`src/hw/echo_cfg_pkg.sv`:
```
// constants, field layout and types for the echo canceller config/status bank
package echo_cfg_pkg;
    // register indices; byte address is four times the index
    localparam logic [6:0] IDX_IRQ = 7'h08;
    localparam logic [6:0] IDX_CLK = 7'h09;
    localparam logic [6:0] IDX_MASK = 7'h0a;
    localparam logic [6:0] IDX_CONF = 7'h79;
    localparam logic [6:0] IDX_MON = 7'h7a;
    localparam logic [6:0] IDX_CDH = 7'h7b;
    localparam logic [6:0] IDX_CDL = 7'h7c;
    // reset values
    localparam logic [6:0] CONF_RST = 7'h10;
    localparam logic [7:0] MON_RST = 8'h00;
    localparam logic [6:0] MASK_RST = 7'h00;
    // field positions and widths
    localparam int CONF_W = 7;
    localparam int CONF_ATTEN = 6;
    localparam int CONF_HYST = 5;
    localparam int CONF_IGNHI = 4;
    localparam int FLOOR_W = 4;
    localparam int MON_ON = 7;
    localparam int CHAN_W = 5;
    localparam int CHAN_BANK = 2;
    localparam logic [7:0] MON_WMASK = 8'h9f;
    localparam int CDL_LAST = 7;
    localparam int COEFF_W = 14;
    localparam int COEFF_HI_LSB = 6;
    localparam int IRQ_W = 7;
    localparam int IRQ_WATCHDOG = 6;
    localparam int IRQ_SYNC = 5;
    localparam int IRQ_COEFF = 4;
    localparam int IRQ_TEST = 3;
    localparam int IRQ_TIMER = 2;
    localparam int IRQ_SIG = 1;
    localparam int IRQ_SLOTMON = 0;
    localparam int CLK_W = 6;
    // coefficient sequence: filter coefficients followed by aux coefficients
    localparam int CIDX_W = 9;
    localparam logic [CIDX_W-1:0] COEFF_LAST = 9'h17f;
    // amplitude in log units of 0.5 dB, 0 dBm0 at 126
    localparam int AMP_W = 7;
    localparam logic [AMP_W-1:0] AMP_HIGH = 7'h7e;
    localparam logic [AMP_W-1:0] FLOOR_BASE = 7'h2a;
    localparam logic [AMP_W-1:0] FLOOR_STEP = 7'h06;
    localparam logic [3:0] ATTEN_OFF_DB = 4'h0;
    localparam logic [3:0] ATTEN_ON_DB = 4'h6;
    // hang-over timing: 8 ms per code step
    localparam int HANG_STEP_MS = 8;
    localparam int CLK_KHZ = 100000;
    localparam int HANG_CNT_W = 24;

    typedef enum logic [1:0] {
        MON_IDLE = 2'b00,
        MON_FETCH = 2'b01,
        MON_WAIT = 2'b10
    } mon_state_t;

    // lower amplitude limit; code 0 means no limit
    function automatic logic [AMP_W-1:0] floorLimit(input logic [FLOOR_W-1:0] code);
        logic [AMP_W-1:0] steps;
        steps = {3'h0, code} - 7'h01;
        if (code == 4'h0) begin
            floorLimit = 7'h00;
        end else begin
            floorLimit = FLOOR_BASE + 7'(steps * FLOOR_STEP);
        end
    endfunction : floorLimit
endpackage : echo_cfg_pkg

```
`src/hw/echo_cfg_regs.sv`:
```
// wishbone register bank: echo/no-voice config, coefficient readout, clock and irq status
`timescale 1ns/1ps
`default_nettype none
// Function
// - attenuation select bit chooses 0 dB or 6 dB minimum end echo attenuation.
// - without hysteresis, no-voice holds only while the whole window passes.
// - with hysteresis, no-voice stays asserted for the hang-over delay after detection.
// - ignore-high bit drops samples above log amplitude 126 from detection.
// - floor code 1..15 sets lower limit -42 to 0 dBm0 in 3 dB steps.
// - floor code 0 applies no lower amplitude limit.
// - host writes channel plus monitor bit; coefficients come out in ascending order.
// - coefficient-available request raised for each coefficient placed in data registers.
// - any monitor control write during readout stops that readout at once.
// - clearing the monitor bit stops the readout and resets its index at once; the data registers keep their values.
// - writing 1 over a set monitor bit restarts readout for the new channel.
// - readout ends after the channel's last coefficient and clears the monitor bit.
// - in 128 ms mode, requests for unprocessed channels are ignored.
// - clock status bit reads 1 when its clock input has no valid clock.
// - seven interrupt flags, one per source, in the request register.
// - any set interrupt flag asserts the interrupt output pin.
// - reading the request register clears its flags and drops the pin.
// - masked sources never set their interrupt flag.
// - hang-over delay is evaluated only while hysteresis is enabled.
// - reading the high coefficient register acknowledges coefficient-available; host reads it last.
module echo_cfg_regs #(
    parameter int HANG_STEP_CYCLES = echo_cfg_pkg::HANG_STEP_MS * echo_cfg_pkg::CLK_KHZ
) (
    input wire logic core_clk, // 100 MHz system clock
    input wire logic sys_rst, // synchronous reset, active high
    input wire logic cyc_i, // wishbone cycle
    input wire logic stb_i, // wishbone strobe
    input wire logic we_i, // wishbone write enable
    input wire logic [8:2] adr_i, // wishbone word address
    input wire logic [3:0] sel_i, // wishbone byte selects
    input wire logic [31:0] dat_i, // wishbone write data
    output logic [31:0] dat_o, // wishbone read data
    output logic ack_o, // wishbone acknowledge
    input wire logic mode128, // 128 ms tail mode
    input wire logic masterMode, // device is the master of a pair
    output logic [3:0] minAttenDb, // end echo minimum attenuation in dB
    input wire logic [3:0] hangCode, // hang-over delay code
    input wire logic rxValid, // received sample strobe
    input wire logic [echo_cfg_pkg::AMP_W-1:0] rxAmp, // log amplitude of sample
    input wire logic rxCriterion, // sample meets no-voice criterion
    input wire logic windowEnd, // end of detection window
    output logic noVoice, // no-voice decision
    output logic coeffReq, // fetch request to the filter store
    output logic [4:0] coeffChan, // channel being read out
    output logic [echo_cfg_pkg::CIDX_W-1:0] coeffIndex, // coefficient index
    input wire logic coeffRdValid, // fetched coefficient present
    input wire logic [echo_cfg_pkg::COEFF_W-1:0] coeffRdData, // fetched coefficient
    input wire logic [echo_cfg_pkg::CLK_W-1:0] clkLost, // per clock input, 1 = no clock
    input wire logic watchdogEvt, // watchdog source
    input wire logic syncMissEvt, // missing sync pulse source
    input wire logic testTermEvt, // test termination source
    input wire logic timerEvt, // timer expiry source
    input wire logic sigChangeEvt, // signalling change source
    input wire logic tsMonEvt, // timeslot monitor source
    output logic irqOut // interrupt output, active high
);
    import echo_cfg_pkg::*;

    logic busReq;
    logic wrStb;
    logic rdStb;
    logic wrByte0;
    logic [CONF_W-1:0] echo_voice_detect_config;
    logic [7:0] coeff_monitor_control;
    logic [IRQ_W-1:0] interrupt_mask_reg;
    logic [IRQ_W-1:0] interrupt_request_flags;
    logic [COEFF_W-1:0] coeffData;
    logic coeffIsLast;
    logic [31:0] next_rdData;
    logic monWrite;
    logic chanServed;
    logic startReadout;
    logic coeffLoad;
    logic dataAck;
    logic availEvt;
    logic [IRQ_W-1:0] irqSrc;
    mon_state_t monState;
    mon_state_t next_monState;

    // one access per request; ack drops the cycle after it is given
    always_comb begin
        busReq = cyc_i && stb_i && !ack_o;
        wrStb = busReq && we_i;
        rdStb = busReq && !we_i;
        wrByte0 = wrStb && sel_i[0];
    end

    always_ff @(posedge core_clk) begin
        if (sys_rst) begin
            ack_o <= 1'b0;
        end else begin
            ack_o <= busReq;
        end
    end

    // configuration register
    always_ff @(posedge core_clk) begin
        if (sys_rst) begin
            echo_voice_detect_config <= CONF_RST;
        end else if (wrByte0 && adr_i == IDX_CONF) begin
            echo_voice_detect_config <= dat_i[CONF_W-1:0];
        end
    end

    always_comb begin
        if (echo_voice_detect_config[CONF_ATTEN]) begin
            minAttenDb = ATTEN_ON_DB;
        end else begin
            minAttenDb = ATTEN_OFF_DB;
        end
    end

    always_ff @(posedge core_clk) begin
        if (sys_rst) begin
            interrupt_mask_reg <= MASK_RST;
        end else if (wrByte0 && adr_i == IDX_MASK) begin
            interrupt_mask_reg <= dat_i[IRQ_W-1:0];
        end
    end

    // 128 ms mode serves only one half of each group of eight channels
    always_comb begin
        monWrite = wrByte0 && adr_i == IDX_MON;
        chanServed = !mode128 || (dat_i[CHAN_BANK] == !masterMode);
        startReadout = monWrite && dat_i[MON_ON] && chanServed;
    end

    // monitor control: host writes, hardware clears the on bit at the end
    always_ff @(posedge core_clk) begin
        if (sys_rst) begin
            coeff_monitor_control <= MON_RST;
        end else if (monWrite) begin
            coeff_monitor_control <= dat_i[7:0] & MON_WMASK;
            coeff_monitor_control[MON_ON] <= startReadout;
        end else if (coeffLoad && coeffIndex == COEFF_LAST) begin
            coeff_monitor_control[MON_ON] <= 1'b0;
        end
    end

    always_comb begin
        coeffLoad = monState == MON_FETCH && coeffRdValid;
        dataAck = rdStb && adr_i == IDX_CDH;
        availEvt = coeffLoad && !monWrite;
        coeffReq = monState == MON_FETCH;
    end

    // a monitor write always aborts what is running before anything new starts
    always_comb begin
        next_monState = monState;
        unique case (monState)
            MON_IDLE: begin
                next_monState = MON_IDLE;
            end
            MON_FETCH: begin
                if (coeffRdValid && coeffIndex == COEFF_LAST) begin
                    next_monState = MON_IDLE;
                end else if (coeffRdValid) begin
                    next_monState = MON_WAIT;
                end
            end
            MON_WAIT: begin
                if (dataAck) begin
                    next_monState = MON_FETCH;
                end
            end
            default: begin
                next_monState = MON_IDLE;
            end
        endcase
        if (monWrite) begin
            next_monState = startReadout ? MON_FETCH : MON_IDLE;
        end
    end

    always_ff @(posedge core_clk) begin
        if (sys_rst) begin
            monState <= MON_IDLE;
        end else begin
            monState <= next_monState;
        end
    end

    // ascending walk through coefficients, then aux coefficients
    always_ff @(posedge core_clk) begin
        if (sys_rst) begin
            coeffIndex <= '0;
            coeffChan <= '0;
        end else if (monWrite) begin
            coeffIndex <= '0;
            coeffChan <= dat_i[CHAN_W-1:0];
        end else if (monState == MON_WAIT && dataAck) begin
            coeffIndex <= coeffIndex + 9'h1;
        end
    end

    // data stays readable after the readout ends
    always_ff @(posedge core_clk) begin
        if (sys_rst) begin
            coeffData <= '0;
            coeffIsLast <= 1'b0;
        end else if (availEvt) begin
            coeffData <= coeffRdData;
            coeffIsLast <= coeffIndex == COEFF_LAST;
        end
    end

    always_comb begin
        irqSrc = '0;
        irqSrc[IRQ_WATCHDOG] = watchdogEvt;
        irqSrc[IRQ_SYNC] = syncMissEvt;
        irqSrc[IRQ_COEFF] = availEvt;
        irqSrc[IRQ_TEST] = testTermEvt;
        irqSrc[IRQ_TIMER] = timerEvt;
        irqSrc[IRQ_SIG] = sigChangeEvt;
        irqSrc[IRQ_SLOTMON] = tsMonEvt;
    end

    irq_flags u_irq (
        .core_clk(core_clk),
        .sys_rst(sys_rst),
        .srcEvent(irqSrc),
        .srcMask(interrupt_mask_reg),
        .clearRead(rdStb && adr_i == IDX_IRQ),
        .flags(interrupt_request_flags),
        .irqPin(irqOut)
    );

    novoice_detect #(
        .HANG_STEP_CYCLES(HANG_STEP_CYCLES)
    ) u_novoice (
        .core_clk(core_clk),
        .sys_rst(sys_rst),
        .hystEn(echo_voice_detect_config[CONF_HYST]),
        .ignoreHigh(echo_voice_detect_config[CONF_IGNHI]),
        .floorCode(echo_voice_detect_config[FLOOR_W-1:0]),
        .hangCode(hangCode),
        .rxValid(rxValid),
        .rxAmp(rxAmp),
        .rxCriterion(rxCriterion),
        .windowEnd(windowEnd),
        .noVoice(noVoice)
    );

    // read mux; unmapped words read zero but are still acknowledged
    always_comb begin
        next_rdData = 32'h0;
        unique case (adr_i)
            IDX_IRQ: begin
                next_rdData[IRQ_W-1:0] = interrupt_request_flags;
            end
            IDX_CLK: begin
                next_rdData[CLK_W-1:0] = clkLost;
            end
            IDX_MASK: begin
                next_rdData[IRQ_W-1:0] = interrupt_mask_reg;
            end
            IDX_CONF: begin
                next_rdData[CONF_W-1:0] = echo_voice_detect_config;
            end
            IDX_MON: begin
                next_rdData[7:0] = coeff_monitor_control;
            end
            IDX_CDH: begin
                next_rdData[7:0] = coeffData[COEFF_W-1:COEFF_HI_LSB];
            end
            IDX_CDL: begin
                next_rdData[CDL_LAST] = coeffIsLast;
                next_rdData[COEFF_HI_LSB-1:0] = coeffData[COEFF_HI_LSB-1:0];
            end
            default: begin
                next_rdData = 32'h0;
            end
        endcase
    end

    always_ff @(posedge core_clk) begin
        if (sys_rst) begin
            dat_o <= 32'h0;
        end else if (rdStb) begin
            dat_o <= next_rdData;
        end
    end
endmodule : echo_cfg_regs
`default_nettype wire

```
`src/hw/irq_flags.sv`:
```
// sticky interrupt request flags with mask and clear-on-read
`timescale 1ns/1ps
`default_nettype none
module irq_flags (
    input wire logic core_clk, // system clock
    input wire logic sys_rst, // synchronous reset
    input wire logic [echo_cfg_pkg::IRQ_W-1:0] srcEvent, // source activity
    input wire logic [echo_cfg_pkg::IRQ_W-1:0] srcMask, // 1 = source masked
    input wire logic clearRead, // host read of the flag register
    output logic [echo_cfg_pkg::IRQ_W-1:0] flags, // flag register
    output logic irqPin // interrupt pin, active high
);
    import echo_cfg_pkg::*;

    logic [IRQ_W-1:0] next_flags;

    // a source firing in the clearing cycle survives the clear
    always_comb begin
        next_flags = (clearRead ? '0 : flags) | (srcEvent & ~srcMask);
    end

    always_ff @(posedge core_clk) begin
        if (sys_rst) begin
            flags <= '0;
        end else begin
            flags <= next_flags;
        end
    end

    // pin follows the flags, so it stays up until the clearing read
    always_ff @(posedge core_clk) begin
        if (sys_rst) begin
            irqPin <= 1'b0;
        end else begin
            irqPin <= |next_flags;
        end
    end
endmodule : irq_flags
`default_nettype wire

```
`src/hw/novoice_detect.sv`:
```
// no-voice decision with amplitude gating and optional hang-over
`timescale 1ns/1ps
`default_nettype none
module novoice_detect #(
    parameter int HANG_STEP_CYCLES = 800000 // cycles per 8 ms hang-over step
) (
    input wire logic core_clk, // system clock
    input wire logic sys_rst, // synchronous reset
    input wire logic hystEn, // hysteresis enable
    input wire logic ignoreHigh, // drop loud samples from detection
    input wire logic [echo_cfg_pkg::FLOOR_W-1:0] floorCode, // amplitude floor code
    input wire logic [3:0] hangCode, // hang-over delay code
    input wire logic rxValid, // received sample strobe
    input wire logic [echo_cfg_pkg::AMP_W-1:0] rxAmp, // log amplitude of sample
    input wire logic rxCriterion, // sample meets the no-voice criterion
    input wire logic windowEnd, // last cycle of a detection window
    output logic noVoice // no-voice decision
);
    import echo_cfg_pkg::*;

    logic considered;
    logic windowOk;
    logic windowPass;
    logic [HANG_CNT_W-1:0] hangCnt;
    logic [HANG_CNT_W-1:0] hangLoad;

    always_comb begin
        considered = !(ignoreHigh && rxAmp > AMP_HIGH)
            && rxAmp >= floorLimit(floorCode);
        windowPass = windowOk && !(rxValid && considered && !rxCriterion);
        hangLoad = HANG_CNT_W'(({20'h0, hangCode} + 24'h1) * HANG_CNT_W'(HANG_STEP_CYCLES));
    end

    always_ff @(posedge core_clk) begin
        if (sys_rst || windowEnd) begin
            windowOk <= 1'b1;
        end else begin
            windowOk <= windowPass;
        end
    end

    // counter runs only with hysteresis on
    always_ff @(posedge core_clk) begin
        if (sys_rst || !hystEn) begin
            hangCnt <= '0;
        end else if (windowEnd && windowPass) begin
            hangCnt <= hangLoad;
        end else if (hangCnt != '0) begin
            hangCnt <= hangCnt - 24'h1;
        end
    end

    always_ff @(posedge core_clk) begin
        if (sys_rst) begin
            noVoice <= 1'b0;
        end else if (windowEnd && windowPass) begin
            noVoice <= 1'b1;
        end else if (!hystEn && windowEnd) begin
            noVoice <= 1'b0;
        end else if (hystEn && hangCnt == '0) begin
            noVoice <= 1'b0;
        end
    end
endmodule : novoice_detect
`default_nettype wire

```
`config.mk`:
```
export PLATFORM = sky130hd
export DESIGN_NAME = echo_cfg_regs
export DESIGN_NICKNAME = d
export VERILOG_FILES = /design/src/hw/echo_cfg_pkg.sv /design/src/hw/echo_cfg_regs.sv /design/src/hw/irq_flags.sv /design/src/hw/novoice_detect.sv
export SDC_FILE = /design/constraint.sdc
export NUM_CORES = 1
export LEC_CHECK = 0
export BUFFER_PORTS_ARGS = -buffer_cell sky130_fd_sc_hd__buf_2
export CORE_MARGIN = 1.5
export CORE_UTILIZATION = 49
export CTS_BUF_LIST = sky130_fd_sc_hd__clkbuf_16
export DETAILED_ROUTE_END_ITERATION = 8
export PLACE_DENSITY = 0.78
export SLEW_MARGIN = 20
export SYNTH_ARGS = -nofsm -noshare
export SYNTH_HDL_FRONTEND = slang
export SYNTH_HIERARCHICAL = 1
export SYNTH_SLANG_ARGS = --single-unit
```
`constraint.sdc`:
```
create_clock -name core_clk -period 4.68 [get_ports core_clk]
set_clock_uncertainty 0.1 [all_clocks]
set_input_delay 1.404 -clock core_clk [delete_from_list [all_inputs] [get_ports core_clk]]
set_output_delay 1.404 -clock core_clk [all_outputs]
set_load 0.02 [all_outputs]
```
Word-level counts from Yosys, hierarchy flattened
Cells that the tools add are included.
{"block": "word_totals", "reg_bits": 89, "input_bits": 91, "output_inout_bits": 54, "elab_cells": 107}
{"block": "op_classes", "n_addsub": 5, "multipliers": 2, "magnitude_cmp": 2, "eq_ne": 13, "muxes": 19, "bitwise": 3, "reduce_logical": 47}
{"cell": "24-bit 2-to-1 mux", "count": 2}
{"cell": "6-bit case mux with 7 select lines", "count": 1}
{"cell": "7-bit == test (second input constant)", "count": 4}
{"cell": "1-bit logical AND", "count": 25}
{"cell": "24-bit logical NOT", "count": 1}
{"cell": "24-bit by 12-bit multiplier with 16-bit output (second input constant)", "count": 1}
{"cell": "24-bit nonzero test", "count": 1}
{"cell": "24-bit by 1-bit subtractor with 24-bit output (second input constant)", "count": 1}
{"cell": "7-bit by 4-bit == test with 1-bit output (second input constant)", "count": 3}
{"cell": "7-bit 2-to-1 mux", "count": 2}
{"cell": "9-bit by 1-bit adder with 9-bit output (second input constant)", "count": 1}
{"cell": "9-bit == test (second input constant)", "count": 1}
{"cell": "1-bit logical NOT", "count": 9}
{"cell": "2-bit 2-to-1 mux", "count": 4}
{"cell": "6-bit by 7-bit adder with 7-bit output (first input constant)", "count": 1}
{"cell": "7-bit bitwise AND", "count": 1}
{"cell": "7-bit >= comparator", "count": 1}
{"cell": "7-bit greater-than comparator (second input constant)", "count": 1}
{"cell": "7-bit by 2-bit multiplier with 6-bit output (second input constant)", "count": 1}
{"cell": "7-bit inverter", "count": 1}
{"cell": "7-bit OR", "count": 1}
{"cell": "7-bit OR reduction", "count": 1}
{"cell": "1-bit 2-to-1 mux", "count": 6}
{"cell": "4-bit by 1-bit adder with 5-bit output (second input constant)", "count": 1}
{"cell": "other kinds (16)", "count": 20}

Logic depth before layout (Yosys ltp)
{"block": "logic_depth", "depth_word": 12, "mapped_depth": 18, "mapped_depth_nobuf": 17}

Modules after synthesis
Netlist, hierarchy kept.
{"module": "echo_cfg_regs", "instances": 1, "cells_per_inst": 347, "area_per_inst_um2": 3001.6, "seq_area_each_um2": 1101.1}
{"module": "novoice_detect", "instances": 1, "cells_per_inst": 306, "area_per_inst_um2": 2518.7, "seq_area_each_um2": 520.5}
{"module": "irq_flags", "instances": 1, "cells_per_inst": 37, "area_per_inst_um2": 331.6, "seq_area_each_um2": 160.2}

Worst setup path after synthesis
Ideal clock, no wire load.
{"block": "synth_path", "path_type": "input-to-reg", "from": "input port hangCode[0]", "to": "register u_novoice.hangCnt[23]", "setup_time_ps": 86, "arrival_ps": 4489, "required_ps": 4494, "slack_ps": 6, "path_stages": 14, "n_path_buf": 0, "path_cell_list": "ha_1 xor2_1 ha_1 inv_1 fa_1 inv_1 ha_1 ha_1 a21o_1 a221oi_1 o311ai_0 a31oi_1 xor2_1 a211oi_1"}
{"block": "synth_via", "elab_chain_len": 3}
{"element": "start: declaration", "line_no": "echo_cfg_regs.sv:41", "text": "input wire logic [3:0] hangCode,"}
{"element": "4-bit by 1-bit adder with 5-bit output", "line_no": "novoice_detect.sv:31", "text": "hangLoad = HANG_CNT_W'(({20'h0, hangCode} + 24'h1) * HANG_CNT_W'(HANG_STEP_CYCLES));"}
{"element": "24-bit by 12-bit multiplier with 16-bit output", "line_no": "novoice_detect.sv:31"}
{"element": "24-bit 2-to-1 mux", "line_no": "novoice_detect.sv:46", "text": "end else if (windowEnd && windowPass) begin"}
{"element": "end signal: assignment", "line_no": "novoice_detect.sv:47", "text": "hangCnt <= hangLoad;"}
{"element": "end signal: assignment", "line_no": "novoice_detect.sv:49", "text": "hangCnt <= hangCnt - 24'h1;"}
{"element": "end: declaration", "line_no": "novoice_detect.sv:24", "text": "logic [HANG_CNT_W-1:0] hangCnt;"}
Every way passes these cells.
A chain may end at the register's enable or synchronous reset.

Worst setup path in the final report
Ends and elaborated chain as after synthesis.

==> run_summary.xml <==
<?xml version="1.0" encoding="UTF-8"?>
<metrics>
  <group name="status">
    <metric name="status" unit="">finished clean</metric>
  </group>
  <group name="route">
    <metric name="drt_first_pass_iters" unit="">9</metric>
    <metric name="drc" unit="">0</metric>
    <metric name="ant_nets" unit="">0</metric>
    <metric name="vias_per_cell" unit="">5.57</metric>
    <metric name="wl_met3" unit="µm">890</metric>
    <metric name="detail_route.wl_per_cell" unit="µm">14.8</metric>
    <metric name="detail_route.wirelength.met1" unit="mm">6.43</metric>
    <metric name="initialDrtViolationCount" unit="">494</metric>
    <metric name="maxUsedRoutingLayer" unit="">met4</metric>
    <metric name="vias_post_dr" unit="">5171</metric>
    <metric name="routed-wl-met2" unit="mm">6.11</metric>
    <metric name="route.final.wire_length" unit="mm">13.7</metric>
  </group>
  <group name="timing">
    <metric name="worst_slack" unit="ns">0.287</metric>
    <metric name="final.period_utilization" unit="">0.939</metric>
    <metric name="max_slew.worst_pin.slew" unit="ns">0.810</metric>
    <metric name="hold_viol" unit="">0</metric>
    <metric name="achievable-frequency" unit="MHz">228</metric>
    <metric name="slew_headroom" unit="">0.457</metric>
    <metric name="setup-violations-final" unit="">0</metric>
    <metric name="rsz0062_at_grt" unit="">false</metric>
    <metric name="finalCriticalPeriod" unit="ns">4.39</metric>
    <metric name="timing_max_transition_violations_final" unit="">0</metric>
  </group>
  <group name="floorplanning">
    <metric name="die_area" unit="mm²">0.0126</metric>
    <metric name="dieHeight" unit="µm">112</metric>
    <metric name="die_w" unit="µm">112</metric>
    <metric name="floorplan.initialDensity" unit="">0.508</metric>
    <metric name="design.core.area" unit="mm²">0.0115</metric>
    <metric name="standard_cell_rows" unit="">39</metric>
    <metric name="design.portCount" unit="">145</metric>
  </group>
  <group name="critical_path">
    <metric name="setup.worst_path.class" unit="">in -&gt; reg</metric>
    <metric name="critical_path_arrival" unit="ns">4.55</metric>
    <metric name="endpoint_kind" unit="">register</metric>
    <metric name="timing.critical_path.required" unit="ns">4.84</metric>
    <metric name="critPathMaxFanout" unit="">3</metric>
    <metric name="critPathLaunchType" unit="">input port</metric>
  </group>
  <group name="run">
    <metric name="maxCapViolations" unit="">0</metric>
  </group>
  <group name="synth">
    <metric name="edff_count_synth" unit="">0</metric>
    <metric name="synth-seq-cells" unit="">89</metric>
    <metric name="synth_area" unit="mm²">0.00585</metric>
    <metric name="synth.lib_cells_used.distinct" unit="">69</metric>
    <metric name="synth.yosys.warnings" unit="">6</metric>
    <metric name="synth.largest_area_cell" unit="">dfxtp_1</metric>
    <metric name="synth_area_per_cell" unit="µm²">8.48</metric>
    <metric name="yosysTopAreaCellShare" unit="">0.304</metric>
    <metric name="sequential_share_of_the_synthesized_area" unit="">0.304</metric>
    <metric name="synth_ff_type" unit="">dfxtp_1</metric>
    <metric name="postSynthCellCount" unit="">690</metric>
    <metric name="postSynth.asyncResetShare" unit="">0</metric>
    <metric name="synth_top_cells_by_area" unit="">dfxtp_1 30%, ha_1 10%, xor2_1 4.8%, buf_4 4.4%, a21oi_1 4.1%</metric>
  </group>
  <group name="grt">
    <metric name="grt.overflow.total" unit="">0</metric>
    <metric name="gr-usage-all-layers" unit="">0.218</metric>
    <metric name="global_route_wire_length_before_repair" unit="mm">22.3</metric>
    <metric name="maximum_number_of_pins_on_one_net_before_global_route_repair" unit="">32</metric>
    <metric name="antenna_found_initial" unit="">0</metric>
    <metric name="grt_pass1_vias" unit="">4635</metric>
  </group>
  <group name="worst_hold_path">
    <metric name="min_path_type" unit="">reg -&gt; reg</metric>
  </group>
  <group name="clocking">
    <metric name="cts_tree" unit="">built</metric>
    <metric name="clock_transition_at_the_registers_of_the_reported_paths" unit="ns">0.06</metric>
    <metric name="clockRootBuffer" unit="">clkbuf_16</metric>
    <metric name="cts_buffers" unit="">9</metric>
    <metric name="clkLatencyLatePin" unit="ns">0.34</metric>
    <metric name="cts_htree_levels" unit="">3</metric>
    <metric name="total_number_of_clock_tree_sinks" unit="">89</metric>
    <metric name="cts.path.max_buffers" unit="">2</metric>
    <metric name="cts.repair_timing.setup_buffer_count" unit="">0</metric>
    <metric name="holdBufCountCts" unit="">0</metric>
  </group>
  <group name="cells_and_area">
    <metric name="post_route_cells_drive_above_1_share" unit="">0.225</metric>
    <metric name="antenna-diode-count" unit="">0</metric>
    <metric name="largest-register" unit="">u_novoice/hangCnt</metric>
    <metric name="largest_registers" unit="">u_novoice/hangCnt (24), coeffData (14), coeffIndex (9)</metric>
    <metric name="num-nets-final" unit="">922</metric>
    <metric name="largest_register_ff_count" unit="">24</metric>
    <metric name="stdcell_count" unit="">929</metric>
    <metric name="area_growth" unit="%">14.3</metric>
  </group>
  <group name="placed_design">
    <metric name="placedCellCount" unit="">913</metric>
    <metric name="buffer_ports.inserted" unit="">91</metric>
    <metric name="detailedPlacementHpwl" unit="mm">10.3</metric>
    <metric name="post-place-ws" unit="ns">-0.231</metric>
    <metric name="finalWeightedCongestion" unit="">0.919</metric>
  </group>
  <group name="power_and_ir_drop">
    <metric name="worst_ir_drop_vdd" unit="µV">192</metric>
    <metric name="power.density" unit="mW/mm²">274</metric>
    <metric name="leakage" unit="nW">2.84</metric>
  </group>
</metrics>
final timing paths:
check | startpoint | to | slack, ns | cells past startpoint
setup / recovery | hangCode[0] | u_novoice/hangCnt[23] | 0.29 | 14
hold / removal | coeffData[2] | coeffData[2] | 0.36 | 2
setup reg to reg | echo_voice_detect_config[0] | u_novoice/hangCnt[1] | 0.69 | 17
hold reg to reg | coeffData[2] | coeffData[2] | 0.36 | 2
synthesized netlist by cell type, drive strengths merged (4+ instances only):
cell type,number
xnor2,14
or4,7
nand2,73
nand4,11
buf,45
clkbuf,17
o22ai,5
or2b,5
inv,25
dfxtp,89
nand3,23
mux2i,18
o21ai,14
nor4,6
a21oi,58
nor3,17
and3b,4
a21o,6
nor2b,6
nor2,55
a22oi,11
ha,47
and3,8
a31oi,4
a211oi,13
a2bb2oi,4
xor2,32
or3,4
nand2b,17
and2,6
routing by layer:
layer | global-route usage | vias to the layer above
met4 | 0.0768 | 0
met3 | 0.0427 | 27
li1 | - | 2562
met1 | 0.304 | 2390
met2 | 0.336 | 192
met5 | 0 | -
final cells by class:
cell class | count | area (µm²)
fillers | 1052 | 4820
multi-input cells | 539 | 3690
flip-flops and latches | 89 | 1780
repair buffers | 117 | 651
clock buffers | 9 | 225
well taps | 143 | 179
inverters | 25 | 96.3
clock inverters | 7 | 71.3
metrics by stage:
stage,setup TNS [ns],instance area [µm²],power [W],hold WS (ns),util
6_report,0,6690,0.00183,0.356,0.581
5_1_grt,0,6690,0.00191,0.382,0.581
4_1_cts,0,6670,0.00184,0.357,0.579
3_5_place_dp,-0.762,6370,0.00112,0.344,0.553
3_3_place_gp,-0.424,6370,0.00111,0.337,0.553
2_1_floorplan,0,5950,0.00101,0.336,-
what timing repair did:
item	in CTS	in global routing
hold endpoints to repair	0	0
endpoints found under the setup margin	0	3
gates resized for setup	0	4
report_power, final:
| part | total [W] | leakage (nW) | switching (W) | internal (W) |
|---|---|---|---|---|
| combinational | 0.000338 | 1.97 | 0.000187 | 0.000151 |
| sequential | 0.000769 | 0.720 | 0.00000498 | 0.000764 |
| clock | 0.000726 | 0.145 | 0.000312 | 0.000414 |
cells in the final DEF (no fill, tap or decap), types with 4 or more instances in the layout:
cell type / count
nand2b_1: 16
nand3_1: 22
a21oi_1: 48
a21o_1: 6
nand4_1: 11
o21ai_0: 13
and3b_1: 4
xor2_1: 31
ha_1: 47
dfxtp_1: 89
conb_1: 26
buf_4: 26
nor2b_1: 6
buf_2: 91
nor4_1: 6
nor3_1: 14
a22oi_1: 11
a211oi_1: 13
nand2_1: 54
clkbuf_16: 9
nand2_2: 19
xnor2_1: 13
a31oi_1: 4
or4_1: 4
inv_1: 25
and3_1: 8
mux2i_1: 18
a2bb2oi_1: 4
and2_1: 6
o22ai_1: 5
a21oi_2: 10
nor2_1: 55
or2b_1: 4
kinds of logic (layout without fill, tap and decap cells):
| logic type | Yosys count | in the layout | synth area share |
|---|---|---|---|
| flops | 89 | 89 | 0.304 |
| mux | 18 | 18 | 0.0308 |
| simple gates | 259 | 259 | 0.241 |
| fa+ha+maj | 50 | 50 | 0.111 |
| other cells | 1 | 26 | 0.000641 |
| xor+xnor | 46 | 46 | 0.0688 |
| buf+inv | 87 | 158 | 0.0851 |
| compound gates | 140 | 140 | 0.158 |
critical path: stages:
cell,delay [ns]
buf_2,0.11
ha_1,0.23
and3_1,0.24
ha_1,0.22
buf_4,0.13
ha_1,0.27
ha_1,0.30
ha_1,0.33
a21o_1,0.21
a221oi_2,0.32
o311ai_0,0.24
a31oi_1,0.25
xor2_1,0.09
a211oi_1,0.21
Power figures use the tool's default switching activity.
